[config.mk]
export PLATFORM = sky130hd
export DESIGN_NAME = lvc_vendor_ctrl
export DESIGN_NICKNAME = d
export VERILOG_FILES = /design/src/lvc_vendor_ctrl.v /design/src/lvc_combine.v /design/src/lvc_master_det.v
export VERILOG_INCLUDE_DIRS = /design/src
export SDC_FILE = /design/constraint.sdc
export NUM_CORES = 1
export LEC_CHECK = 0
export BUFFER_PORTS_ARGS = -buffer_cell sky130_fd_sc_hd__buf_2
export CAP_MARGIN = 10
export CELL_PAD_IN_SITES_DETAIL_PLACEMENT = 0
export CELL_PAD_IN_SITES_GLOBAL_PLACEMENT = 1
export CORE_MARGIN = 1.5
export CORE_UTILIZATION = 34
export CTS_BUF_LIST = sky130_fd_sc_hd__clkbuf_8
export CTS_CLUSTER_DIAMETER = 80
export CTS_CLUSTER_SIZE = 24
export DETAILED_ROUTE_END_ITERATION = 12
export GPL_TIMING_DRIVEN = 0
export PLACE_DENSITY = 0.81
export SLEW_MARGIN = 20
export SYNTH_ARGS = -nofsm -noshare
export SYNTH_HDL_FRONTEND = slang
export SYNTH_HIERARCHICAL = 1
export SYNTH_SLANG_ARGS = --single-unit
[constraint.sdc]
create_clock -name core_clk_i -period 1.9 [get_ports core_clk_i]
set_clock_uncertainty 0.15 [all_clocks]
set_input_delay 0.38 -clock core_clk_i [delete_from_list [all_inputs] [get_ports core_clk_i]]
set_output_delay 0.38 -clock core_clk_i [all_outputs]
set_load 0.01 [all_outputs]
[src/lvc_defines.vh]
// constants for the vendor feature control register block
`ifndef LVC_DEFINES_VH
`define LVC_DEFINES_VH

// ----------------------------------------------------------------
// register offsets and reset values
// ----------------------------------------------------------------
`define LVC_VFC_OFFSET        6'h00
`define LVC_VFC_RESET         32'h0000_0000
`define LVC_VFC_WMASK         32'h003f_7ee0

// ----------------------------------------------------------------
// field positions
// ----------------------------------------------------------------
`define LVC_BIT_BUS_HOLD      21
`define LVC_BIT_PM_CAP        20
`define LVC_BIT_TEST_SEL      19
`define LVC_BIT_FAST_EE       18
`define LVC_BIT_MODE_HI       17
`define LVC_BIT_MODE_LO       16
`define LVC_BIT_PROG_MIR      14
`define LVC_BIT_ENH_MIR       13
`define LVC_BIT_SPD_WP        12
`define LVC_BIT_DET_DIS       11
`define LVC_BIT_FORCE_ABS     10
`define LVC_BIT_ACK_CONCAT    9
`define LVC_BIT_ACK_ACCEL     7
`define LVC_BIT_MULTISPD      6
`define LVC_BIT_IDLE_INS      5

// ----------------------------------------------------------------
// combine modes and detector threshold
// ----------------------------------------------------------------
`define LVC_MODE_XOR          2'b00
`define LVC_MODE_AND          2'b01
`define LVC_MODE_OR           2'b10
`define LVC_MODE_XOR2         2'b11
`define LVC_LOST_LIMIT        8'hff

`endif

[src/lvc_vendor_ctrl.v]
// vendor feature control register of the serial-bus link controller
`timescale 1ns/10ps
`include "lvc_defines.vh"

// Overview of operation
// - bit 21 turns the bus holders on; reset value zero.
// - bit 20 makes power-management capability structures visible.
// - bit 19 picks test pin source: nand tree or ram self-test.
// - bit 18 puts the eeprom interface into fast test timing.
// - bits 17:16 select how enhancement enable combines with modifiers.
// - bit 14 mirrors host-control program-phy enable.
// - bit 13 mirrors host-control phy enhancement enable.
// - bit 12 makes the link speed field ignore writes.
// - bit 11 disables the cycle-master absence detector.
// - with force bit set, detector disable changes nothing.
// - bit 10 forces the no-cycle-master condition.
// - 255 consecutive lost cycles conclude absence; good cycle restarts count.
// - bit 9 modifies the ack concatenation enable.
// - bit 7 modifies ack acceleration; enabled means no lost medium on handshake.
// - bit 6 modifies the multispeed concatenation enable.
// - bit 5 modifies the idle insert enable after grant.
// - register loads from the serial eeprom as well as host writes.
// - modes 00/11 xor, 01 and, 10 or.
module lvc_vendor_ctrl #(
   parameter [7:0] LOST_LIMIT = `LVC_LOST_LIMIT
) (
   // clock and reset
   input  wire        core_clk_i,
   input  wire        nrst_i,
   // host access through the vendor register window
   input  wire        vrw_sel_i,
   input  wire [5:0]  vrw_addr_i,
   input  wire        vrw_wr_i,
   input  wire [3:0]  vrw_be_i,
   input  wire [31:0] vrw_wdata_i,
   output reg  [31:0] vrw_rdata_o,
   // serial eeprom configuration load
   input  wire        ee_load_i,
   input  wire [31:0] ee_data_i,
   // standard host control register mirrors
   input  wire        host_prog_wr_i,
   input  wire        host_prog_val_i,
   input  wire        host_enh_wr_i,
   input  wire        host_enh_val_i,
   output wire        host_ctrl_phy_program_enable_o,
   output wire        host_ctrl_phy_enhance_enable_o,
   // bus options link speed field
   input  wire        spd_wr_i,
   input  wire [2:0]  spd_wdata_i,
   output reg  [2:0]  link_speed_field_o,
   // cycle events from the link
   input  wire        cycle_done_i,
   input  wire        cycle_lost_i,
   input  wire        handshake_rx_i,
   // test pin sources
   input  wire        nand_tree_i,
   input  wire        ram_bist_status_i,
   // feature outputs
   output wire        bus_holder_enable_o,
   output wire        pm_capability_visible_o,
   output reg         test_output_pin_o,
   output wire        fast_eeprom_test_o,
   output wire        master_absent_o,
   output wire        ack_concat_en_o,
   output wire        ack_accel_en_o,
   output wire        multispeed_en_o,
   output wire        idle_insert_en_o,
   output wire        medium_lost_o
);

   // ----------------------------------------------------------------
   // storage
   // ----------------------------------------------------------------
   reg  [31:0] vfc_r;
   reg  [31:0] vfc_nxt;
   reg  [2:0]  nand_sync_r;
   reg  [2:0]  bist_sync_r;
   wire        det_absent;
   wire        host_wr;
   wire [31:0] be_mask;

   // byte enables widened to a bit mask, writable bits only
   function [31:0] lvc_be_mask;
      input [3:0] be;
      begin
         lvc_be_mask = {{8{be[3]}}, {8{be[2]}}, {8{be[1]}}, {8{be[0]}}} & `LVC_VFC_WMASK;
      end
   endfunction

   assign host_wr = vrw_sel_i & vrw_wr_i & (vrw_addr_i == `LVC_VFC_OFFSET);
   assign be_mask = lvc_be_mask(vrw_be_i);

   // ----------------------------------------------------------------
   // next register value
   // ----------------------------------------------------------------
   // order: eeprom load, host write, mirror writes, detector set; the
   // detector set comes last so an absence event is never lost to a clear
   always @* begin
      vfc_nxt = vfc_r;
      if (ee_load_i) begin
         vfc_nxt = ee_data_i & `LVC_VFC_WMASK;
      end
      if (host_wr) begin
         vfc_nxt = (vfc_nxt & ~be_mask) | (vrw_wdata_i & be_mask);
      end
      if (host_prog_wr_i) begin
         vfc_nxt[`LVC_BIT_PROG_MIR] = host_prog_val_i;
      end
      if (host_enh_wr_i) begin
         vfc_nxt[`LVC_BIT_ENH_MIR] = host_enh_val_i;
      end
      if (det_absent) begin
         vfc_nxt[`LVC_BIT_FORCE_ABS] = 1'b1;
      end
   end

   always @(posedge core_clk_i or negedge nrst_i) begin
      if (!nrst_i) begin
         vfc_r <= `LVC_VFC_RESET;
      end else begin
         vfc_r <= vfc_nxt;
      end
   end

   // ----------------------------------------------------------------
   // read path
   // ----------------------------------------------------------------
   // unmapped offsets read zero; reserved bits never store so read zero
   always @(posedge core_clk_i or negedge nrst_i) begin
      if (!nrst_i) begin
         vrw_rdata_o <= 32'h0000_0000;
      end else if (vrw_sel_i && !vrw_wr_i) begin
         vrw_rdata_o <= (vrw_addr_i == `LVC_VFC_OFFSET) ? vfc_r : 32'h0000_0000;
      end
   end

   // both locations read the same flop, so they cannot disagree
   assign host_ctrl_phy_program_enable_o = vfc_r[`LVC_BIT_PROG_MIR];
   assign host_ctrl_phy_enhance_enable_o = vfc_r[`LVC_BIT_ENH_MIR];

   // ----------------------------------------------------------------
   // link speed field with write protect
   // ----------------------------------------------------------------
   always @(posedge core_clk_i or negedge nrst_i) begin
      if (!nrst_i) begin
         link_speed_field_o <= 3'h0;
      end else if (spd_wr_i && !vfc_r[`LVC_BIT_SPD_WP]) begin
         link_speed_field_o <= spd_wdata_i;
      end
   end

   // ----------------------------------------------------------------
   // static feature controls
   // ----------------------------------------------------------------
   assign bus_holder_enable_o     = vfc_r[`LVC_BIT_BUS_HOLD];
   assign pm_capability_visible_o = vfc_r[`LVC_BIT_PM_CAP];
   assign fast_eeprom_test_o      = vfc_r[`LVC_BIT_FAST_EE];

   // ----------------------------------------------------------------
   // test pin source select
   // ----------------------------------------------------------------
   // both sources come from outside this domain; a change is taken
   // only once the second and third stages agree
   always @(posedge core_clk_i or negedge nrst_i) begin
      if (!nrst_i) begin
         nand_sync_r       <= 3'h0;
         bist_sync_r       <= 3'h0;
         test_output_pin_o <= 1'b0;
      end else begin
         nand_sync_r <= {nand_sync_r[1:0], nand_tree_i};
         bist_sync_r <= {bist_sync_r[1:0], ram_bist_status_i};
         if (vfc_r[`LVC_BIT_TEST_SEL]) begin
            if (bist_sync_r[1] == bist_sync_r[2]) begin
               test_output_pin_o <= bist_sync_r[2];
            end
         end else begin
            if (nand_sync_r[1] == nand_sync_r[2]) begin
               test_output_pin_o <= nand_sync_r[2];
            end
         end
      end
   end

   // ----------------------------------------------------------------
   // cycle master absence
   // ----------------------------------------------------------------
   // the detector is off when disabled; the forced bit drives the result
   // on its own, so the disable bit cannot undo a forced condition
   lvc_master_det #(
      .LOST_LIMIT   (LOST_LIMIT)
   ) u_det (
      .core_clk_i   (core_clk_i),
      .nrst_i       (nrst_i),
      .enable_i     (~vfc_r[`LVC_BIT_DET_DIS]),
      .cycle_done_i (cycle_done_i),
      .cycle_lost_i (cycle_lost_i),
      .absent_o     (det_absent)
   );

   assign master_absent_o = vfc_r[`LVC_BIT_FORCE_ABS];

   // ----------------------------------------------------------------
   // enhanced phy feature enables
   // ----------------------------------------------------------------
   lvc_combine u_concat (
      .mode_i     (vfc_r[`LVC_BIT_MODE_HI:`LVC_BIT_MODE_LO]),
      .enhance_i  (vfc_r[`LVC_BIT_ENH_MIR]),
      .modifier_i (vfc_r[`LVC_BIT_ACK_CONCAT]),
      .result_o   (ack_concat_en_o)
   );

   lvc_combine u_accel (
      .mode_i     (vfc_r[`LVC_BIT_MODE_HI:`LVC_BIT_MODE_LO]),
      .enhance_i  (vfc_r[`LVC_BIT_ENH_MIR]),
      .modifier_i (vfc_r[`LVC_BIT_ACK_ACCEL]),
      .result_o   (ack_accel_en_o)
   );

   lvc_combine u_mspd (
      .mode_i     (vfc_r[`LVC_BIT_MODE_HI:`LVC_BIT_MODE_LO]),
      .enhance_i  (vfc_r[`LVC_BIT_ENH_MIR]),
      .modifier_i (vfc_r[`LVC_BIT_MULTISPD]),
      .result_o   (multispeed_en_o)
   );

   lvc_combine u_idle (
      .mode_i     (vfc_r[`LVC_BIT_MODE_HI:`LVC_BIT_MODE_LO]),
      .enhance_i  (vfc_r[`LVC_BIT_ENH_MIR]),
      .modifier_i (vfc_r[`LVC_BIT_IDLE_INS]),
      .result_o   (idle_insert_en_o)
   );

   // a received handshake loses the medium unless acceleration is on
   assign medium_lost_o = handshake_rx_i & ~ack_accel_en_o;

endmodule

[src/lvc_combine.v]
// per-feature combiner of the phy enhancement enable and a modifier bit
`timescale 1ns/10ps
`include "lvc_defines.vh"

module lvc_combine (
   // controls
   input  wire [1:0] mode_i,
   input  wire       enhance_i,
   input  wire       modifier_i,
   // result
   output reg        result_o
);

   // ----------------------------------------------------------------
   // mode table
   // ----------------------------------------------------------------
   // both unused codes fall back to xor so no code is undefined
   always @* begin
      case (mode_i)
         `LVC_MODE_AND: result_o = enhance_i & modifier_i;
         `LVC_MODE_OR:  result_o = enhance_i | modifier_i;
         default:       result_o = enhance_i ^ modifier_i;
      endcase
   end

endmodule

[src/lvc_master_det.v]
// detector that flags an absent cycle master after a run of lost cycles
`timescale 1ns/10ps
`include "lvc_defines.vh"

module lvc_master_det #(
   parameter [7:0] LOST_LIMIT = `LVC_LOST_LIMIT
) (
   // clock and reset
   input  wire core_clk_i,
   input  wire nrst_i,
   // cycle events and control
   input  wire enable_i,
   input  wire cycle_done_i,
   input  wire cycle_lost_i,
   // conclusion pulse
   output reg  absent_o
);

   reg [7:0] lost_cnt_r;

   // ----------------------------------------------------------------
   // consecutive lost-cycle counter
   // ----------------------------------------------------------------
   // the counter saturates so a long outage yields a single pulse
   always @(posedge core_clk_i or negedge nrst_i) begin
      if (!nrst_i) begin
         lost_cnt_r <= 8'h00;
         absent_o   <= 1'b0;
      end else begin
         absent_o <= 1'b0;
         if (!enable_i) begin
            lost_cnt_r <= 8'h00;
         end else if (cycle_lost_i) begin
            if (lost_cnt_r != LOST_LIMIT) begin
               lost_cnt_r <= lost_cnt_r + 8'h01;
               absent_o   <= (lost_cnt_r == LOST_LIMIT - 8'h01);
            end
         end else if (cycle_done_i) begin
            lost_cnt_r <= 8'h00;
         end
      end
   end

endmodule

**Yosys cells after proc, flatten, opt, wreduce, memory -nomap -nowiden**

Index checks and enable logic that the tools add are counted.

- Bits in registers: 83
- Bits of input ports: 92
- Word-level logic and storage cells: 66

- Reduce and logical (&&, ||, !) cells: 9
- Equal/unequal tests: 8
- Mux-type cells: 20
- Add/sub/neg operators: 1
- Bitwise operators: 20

Operator list:

| cell | number |
|---|---|
| 32-bit 2-to-1 mux | 3 |
| 32-bit by 22-bit bitwise AND with 32-bit output | 1 |
| 32-bit bitwise AND | 1 |
| 8-bit 2-to-1 mux | 4 |
| 22-bit inverter with 32-bit output | 1 |
| 32-bit bitwise OR | 1 |
| 1-bit 2-to-1 mux | 9 |
| 8-bit by 1-bit adder with 8-bit output, second input constant | 1 |
| 8-bit equality test, second input constant | 1 |
| 8-bit inequality test, second input constant | 1 |
| 1-bit one-hot mux with 2 select lines | 4 |
| 1-bit bitwise AND | 7 |
| 6-bit zero test | 1 |
| 1-bit bitwise OR | 4 |
| 2-bit AND reduction | 2 |
| 1-bit XOR | 4 |
| 3-bit by 1-bit inequality test with 1-bit output, second input constant | 1 |
| 3-bit nonzero test | 1 |
| 1-bit equality test | 2 |
| 2-bit by 1-bit equality test with 1-bit output, second input constant | 1 |
| 2-bit equality test, second input constant | 1 |
| 1-bit logical AND | 2 |
| 1-bit zero test | 2 |
| 2-bit by 1-bit inequality test with 1-bit output, second input constant | 1 |
| 2 further kinds | 2 |

**Longest topological paths before layout**

Gate-level depths: netlist (run 1).

- Word-level depth: 5
- Gate-level depth with buffers: 5

**Hierarchy**

Netlist (run 1), hierarchy kept.

Modules (own cells, without submodules):

| module | area each (sq um) | cells each | times used |
|---|---|---|---|
| lvc_vendor_ctrl | 1881.8 | 167 | 1 |
| lvc_master_det | 513.0 | 54 | 1 |
| lvc_combine | 91.3 | 13 | 4 |

**Worst setup path before layout (run 1)**

Ideal clock, no wire load.

- Kind: register to output
- Start point: reg vfc_r[16]
- End point: out medium_lost_o
- Cell stages (with the launch flop): 6
- Arrival time: 1342 ps
- Path buffers: 0
- Setup slack: 28 ps
- Required time: 1370 ps
- Path through: dfrtp_1 -> inv_1 -> ha_1 -> nor2b_1 -> a31oi_1 -> nor2b_1

- Longest elaborated chain between the ends: 4

RTL lines:

| element | RTL line | RTL |
|---|---|---|
| from (decl) | lvc_vendor_ctrl.v:74 | `reg [31:0] vfc_r;` |
| from (signal assigned) | lvc_vendor_ctrl.v:119 | `` vfc_r <= `LVC_VFC_RESET; `` |
| from (signal assigned) | lvc_vendor_ctrl.v:121 | `vfc_r <= vfc_nxt;` |
| 2-bit equality test or 2-bit by 1-bit equality test with 1-bit output (tied branches) | lvc_combine.v:19 | `case (mode_i)` |
| 1-bit one-hot mux with 2 select lines * | lvc_combine.v:19 |  |
| named net ack_accel_en_o | lvc_vendor_ctrl.v:65 | `output wire ack_accel_en_o,` |
| 1-bit inverter * | lvc_vendor_ctrl.v:234 | `assign medium_lost_o = handshake_rx_i & ~ack_accel_en_o;` |
| 1-bit bitwise AND * | lvc_vendor_ctrl.v:234 |  |
| to (decl) | lvc_vendor_ctrl.v:68 | `output wire medium_lost_o` |

The timed path passes the listed nets; every way through them passes the cells marked *.

**Worst setup path in the final report (run 1)**

- Start point: reg vfc_r[17]
- End point: out ack_concat_en_o

- Longest elaborated chain between the ends: 2

RTL lines:

| element | RTL line | RTL |
|---|---|---|
| 2-bit equality test or 2-bit by 1-bit equality test with 1-bit output (tied branches) | lvc_combine.v:19 |  |
| 1-bit one-hot mux with 2 select lines * | lvc_combine.v:19 |  |
| to (decl) | lvc_vendor_ctrl.v:64 | `output wire ack_concat_en_o,` |

Every way passes the cells marked *; elsewhere a longest branch is shown, timed or not.

==> results_dict.tcl, run 1 <==
set metrics [dict create \
    outcome "finished, violations left" \
    synthArstFlopShare_pct 100 \
    grt_overflow 0 \
    failed_checks "negative setup slack" \
    max-vdd-ir-drop_v 0.000261 \
    synth_edf_count 0 \
    grt_max_degree 50 \
    wl_per_cell_um 13.4 \
    netlist.area_leader.share_pct 44.4 \
    maxCapViolCount 0 \
    cts_buffers 5 \
    critPathLaunchType "flop" \
    tightest_slew_ns 0.616 \
    switching_share_pct 28.4 \
    arrival_ns 1.58 \
    slew-limit-headroom_pct 59.0 \
    antenna_found_initial 1 \
    fin_crit_ns 2.11 \
    hold_viol 0 \
    synth.largest_area_cell "dfrtp_1" \
    gp_congestion 0.765 \
    hp-class "input pin to flop" \
    slew_violations 0 \
    grt_pass1_vias 2197 \
    drive_gt1_share_pct 44.5 \
    dp.final_hpwl_um 4930 \
    grt_use_total_pct 15.7 \
    yosysWarnings 6 \
    synth_seq_cells 49 \
    worstSetupEndpointType "primary output" \
    power.internal_mw 1.70 \
    final_area_um2 3670 \
    initial_core_util_pct 35.4 \
    synth_area_per_cell_um2 10.1 \
    criticalPathCategory "flop to primary output" \
    num_rows 32 \
    dr_wl_met2_um 3350 \
    cp.buffers_inverters 1 \
    grt_first_pass_wirelength_um 10500 \
    finalPower_mw 2.38 \
    worstPathCellList "ha_4 > nor2b_1 > a31oi_1 > buf_2" \
    synthCells 273 \
    clk_pin_slew_ns 0.09 \
    syn_to_final_growth_pct 32.8 \
    yosys.cell_types.count 37 \
    chipHeight_um 93.1 \
    p_seq_share_pct 49.2 \
    p_clk_share_pct 25.7 \
    core_um2 7810 \
    cp_max_fo 7 \
    cts_sinks 49 \
    h-tree-depth 2 \
    syn-cell-area_um2 2760 \
    synthTopCellsByArea "dfrtp_1, mux2_2, ha_1" \
    cts_tree "built" \
    drc 0 \
    die_area_um2 8670 \
    ys_seq_area_share_pct 44.4 \
    ios 139 \
    drtPass1Iterations 5 \
    wl_met1_um 2920 \
    layout.nets 501 \
    cp_slowest_cell "dfrtp_2" \
    num_vias 2259 \
    p_leak_nw 1.85 \
    finalCritPeriodShare_pct 111 \
    finalSetupViolations 5 \
    finalWorstSetupSlack_ns -0.205 \
    rsz0062_at_grt "true" \
    drt-total-wl_um 6640 \
    p_comb_share_pct 25.1 \
    final_common_cell "buf_2" \
    required_ns 1.37 \
    detail_route.iter0.violations 59 \
    die_width_um 93.1 \
    ant_nets 0 \
    synth_flop_cell "dfrtp_1" \
    final_util_pct 47.0 \
    viasPerCell 4.57 \
    cp_top_family "flip-flops" \
    wl_met3_um 340 \
    cts_buffer_depth 2 \
    clk_latency_ns 0.29 \
    final_cell_mix "buf_2, dfrtp_1, nand2_1" \
    power_switching_uw 676 \
    dpl_cell_area_um2 3380 \
    p_per_area_nw_per_um2 648 \
    highest_layer "met4" \
    portBuffers 85 \
    fmax_mhz 475 \
    slowest_delay_ns 0.52 \
    cts_root_buf "clkbuf_8" \
]
## metal layers
metal | global-route usage (%) | vias to the layer above
li1 | - | 1121
met1 | 19.8 | 1065
met5 | 0 | -
met2 | 28.2 | 68
met4 | 2.27 | 0
met3 | 3.09 | 5
## state kept, by name, summed over array words and instances, names as in the netlist
name and count:
vrw_rdata_o 15, vfc_r 15, test_output_pin_o 1, bist_sync_r 3
nand_sync_r 3, link_speed_field_o 3, u_det/lost_cnt_r 8, u_det/absent_o 1
## cell type report
class	instances	area, µm²
clock buffer	6	82.6
multi-input combinational	191	1460
antenna	1	2.50
clock inverter	1	3.75
timing repair buffer	95	509
tap	102	128
fill	774	4140
sequential	49	1230
buffer	24	156
inverter	25	93.8
## worst paths after layout
kind	startpoint	end	slack, ns	cells after the start
min reg2reg	bist_sync_r[0]	bist_sync_r[1]	0.21	0
min	ram_bist_status_i	bist_sync_r[0]	0.04	1
max reg2reg	u_det/lost_cnt_r[0]	u_det/lost_cnt_r[5]	0.16	5
min in group asynchronous	nrst_i	u_det/lost_cnt_r[1]	0.48	2
max in group asynchronous	nrst_i	vfc_r[16]	0.68	2
max	vfc_r[17]	ack_concat_en_o	-0.21	4
## synthesized netlist by cell type (2+ instances only)
cell type	instances
nor2b_1	8
dfrtp_1	49
mux2i_1	8
buf_2	2
and3_1	3
nor2_1	5
ha_1	18
nand3_1	3
mux2_2	28
nand2b_1	5
inv_1	25
a21oi_1	8
buf_4	17
nand2_1	39
clkbuf_1	5
o21ai_0	18
a41oi_1	2
o31ai_1	5
a31oi_1	4
nor3_1	4
## cells by family (layout without fill, tap and decap cells)
| family | after synthesis | count (layout) | share of synthesized area, % |
|---|---|---|---|
| other cells | 1 | 18 | 0.136 |
| fa+ha+maj | 19 | 19 | 8.52 |
| flops | 49 | 49 | 44.4 |
| buf+inv | 49 | 151 | 9.07 |
| simple gates | 78 | 78 | 15.0 |
| compound gates | 41 | 41 | 8.57 |
| mux | 36 | 36 | 14.3 |
## per-stage QoR
stage	instances	setup slack (ns)	TNS [ns]	hold slack [ns]
global route	493	-0.291	-1.21	0.0208
floorplan	289	0.0282	0	-0.0656
global placement	476	-0.0816	-0.585	0.184
detailed placement	476	-0.107	-0.921	0.189
CTS	491	-0.230	-1.07	0.0274
finish	494	-0.205	-0.852	0.0395
## power groups by stage
stage / registers [mW] / clock network (mW) / logic, mW
after floorplan: 1.19 / 0 / 0.283
after global placement: 1.19 / 0 / 0.474
after detailed placement: 1.19 / 0 / 0.494
after CTS: 1.17 / 0.637 / 0.533
after global routing: 1.18 / 0.683 / 0.669
final: 1.17 / 0.611 / 0.596
## what timing repair did
action | CTS | global route
hold endpoints to repair | 49 | 0
gates resized for setup | 4 | 20
pin swaps | 1 | 5
hold buffers | 1 | 0
buffers inserted | 7 | 2
setup endpoints to repair | 5 | 5
Power figures use the tool's default switching activity.
==> run 2: changes to the inputs <==
==> constraint.sdc (replaced) <==
create_clock -name core_clk_i -period 1.9 [get_ports core_clk_i]
set_clock_uncertainty 0.15 [all_clocks]
set_input_delay 0.095 -clock core_clk_i [delete_from_list [all_inputs] [get_ports core_clk_i]]
set_output_delay 0.095 -clock core_clk_i [all_outputs]
set_load 0.01 [all_outputs]
==> run 2 against run 1 <==
The run now ends clean. Sequential power hardly changed. Register-to-register slack worse by 0.02 ns. Clock power hardly changed. Sequential cell count stayed put. Final area is 5.4% higher. Core utilization is 2.5 points higher. Final cell count is 5.9% higher. Hold slack worse by 0.028 ns. Combinational power is 1% higher. Setup slack better by 0.25 ns. Sequential share of layout area is 1.7 points lower. Critical endpoint unchanged. Highest routed layer unchanged.
==> results_dict.tcl, run 2 (same netlist as run 1, synthesis figures left out) <==
set metrics [dict create \
    layout.nets 531 \
    criticalPathCategory "flop to primary output" \
    final_cell_mix "buf_2, dfrtp_1, nand2_1" \
    diodes 0 \
    whs_ns 0.0113 \
    grt_max_degree 50 \
    cts_sinks 49 \
    dp.final_hpwl_um 4930 \
    wl_met3_um 298 \
    ios 139 \
    slew_violations 0 \
    grt_pass1_vias 2339 \
    fin_crit_ns 1.86 \
    outcome "completed" \
    worstSetupEndpointType "primary output" \
    ant_nets 0 \
    drtPass1Iterations 4 \
    cts_root_buf "clkbuf_8" \
    required_ns 1.65 \
    gp_congestion 0.765 \
    chipHeight_um 93.1 \
    wl_met1_um 3000 \
    place_inst 476 \
    die_width_um 93.1 \
    cts_buffers 5 \
    fmax_mhz 538 \
    num_rows 32 \
    num_vias 2366 \
    grt_overflow 0 \
    die_area_um2 8670 \
    grt_first_pass_wirelength_um 10900 \
    clk_pin_slew_ns 0.09 \
    slew-limit-headroom_pct 58.9 \
    cp_max_fo 7 \
    dr_wl_met2_um 3550 \
    hold_viol 0 \
    drive_gt1_share_pct 38.2 \
    tightest_slew_ns 0.616 \
    finalCritPeriodShare_pct 97.8 \
    core_um2 7810 \
    portBuffers 85 \
    fin_cells 523 \
    hp-class "input pin to flop" \
    max-vdd-ir-drop_v 0.000263 \
    highest_layer "met4" \
    drt-total-wl_um 6910 \
    wl_per_cell_um 13.2 \
    finalPower_mw 2.38 \
    antenna_found_initial 0 \
    final_common_cell "buf_2" \
    detail_route.iter0.violations 67 \
    p_per_area_nw_per_um2 615 \
    viasPerCell 4.52 \
    clk_latency_ns 0.29 \
    top_regs "vfc_r: 15 flops, vrw_rdata_o: 15 flops, u_det/lost_cnt_r: 8 flops" \
    drc 0 \
    arrival_ns 1.61 \
    grt_use_total_pct 16.1 \
    finalSetupViolations 0 \
    syn_to_final_growth_pct 39.9 \
    initial_core_util_pct 35.4 \
    p_leak_nw 1.97 \
    rsz0062_at_grt "true" \
    critPathLaunchType "flop" \
    cts_tree "built" \
    maxCapViolCount 0 \
    h-tree-depth 2 \
    cts_buffer_depth 2 \
]
-- run 2: cell count changes in the layout (fill, tap and decap cells not counted), sizes merged --
cell         change
buf              +1
diode            -1
dlygate4sd3     +29
-- run 2: per-layer routing --
layer  up-vias  global-route usage [%]
li1       1180                       -
met1      1114                    20.0
met2        67                    29.6
met3         5                    2.60
met4         0                    3.03
met5         -                       0
-- run 2: final timing paths --
check,from,to,slack [ns],cells past startpoint
setup / recovery,vfc_r[16],ack_concat_en_o,0.04,5
hold / removal,ee_data_i[18],vfc_r[18],0.01,3
setup reg to reg,vfc_r[6],vfc_r[6],0.14,3
hold reg to reg,bist_sync_r[0],bist_sync_r[1],0.21,0
max in group asynchronous,nrst_i,vfc_r[16],0.96,2
min in group asynchronous,nrst_i,u_det/lost_cnt_r[1],0.21,2
-- run 2: per-stage QoR --
step | cell area (µm²) | setup WS [ns] | TNS, ns | util (%)
final | 3860 | 0.0417 | 0 | 49.5
after global routing | 3860 | -0.0246 | -0.0602 | 49.5
after CTS | 3800 | 0.00217 | 0 | 48.7
after detailed placement | 3380 | 0.163 | 0 | 43.2
after global placement | 3370 | 0.203 | 0 | 43.2
after floorplan | 2820 | 0.288 | 0 | -
-- run 2: timing repair --
action                                  in CTS  in global routing
resized for setup                            3                  7
hold endpoints to repair                    69                  0
setup buffers                                3                  7
pin swaps                                    0                  3
cloned                                       0                  0
hold buffers                                31                  0
endpoints found under the setup margin       5                  5
-- run 2: cell type report --
cell class,count,area [µm²]
fill,757,3950
clock inverter,1,3.75
tap,102,128
timing repair buffer,125,803
multi-input combinational,191,1370
clock buffer,6,82.6
buffer,24,156
sequential,49,1230
inverter,25,93.8
-- run 2: worst max-delay path, stage by stage (launching register included) --
cell and delay (ns):
dfrtp_2 0.45, inv_1 0.07, ha_1 0.31, nor2b_1 0.13, a31oi_1 0.20, buf_2 0.17
-- run 2: power by group --
group	switching, mW	total, mW	internal [mW]
Clock	0.324	0.608	0.284
Combinational	0.277	0.603	0.326
Sequential	0.0596	1.17	1.11
Total	0.661	2.38	1.72
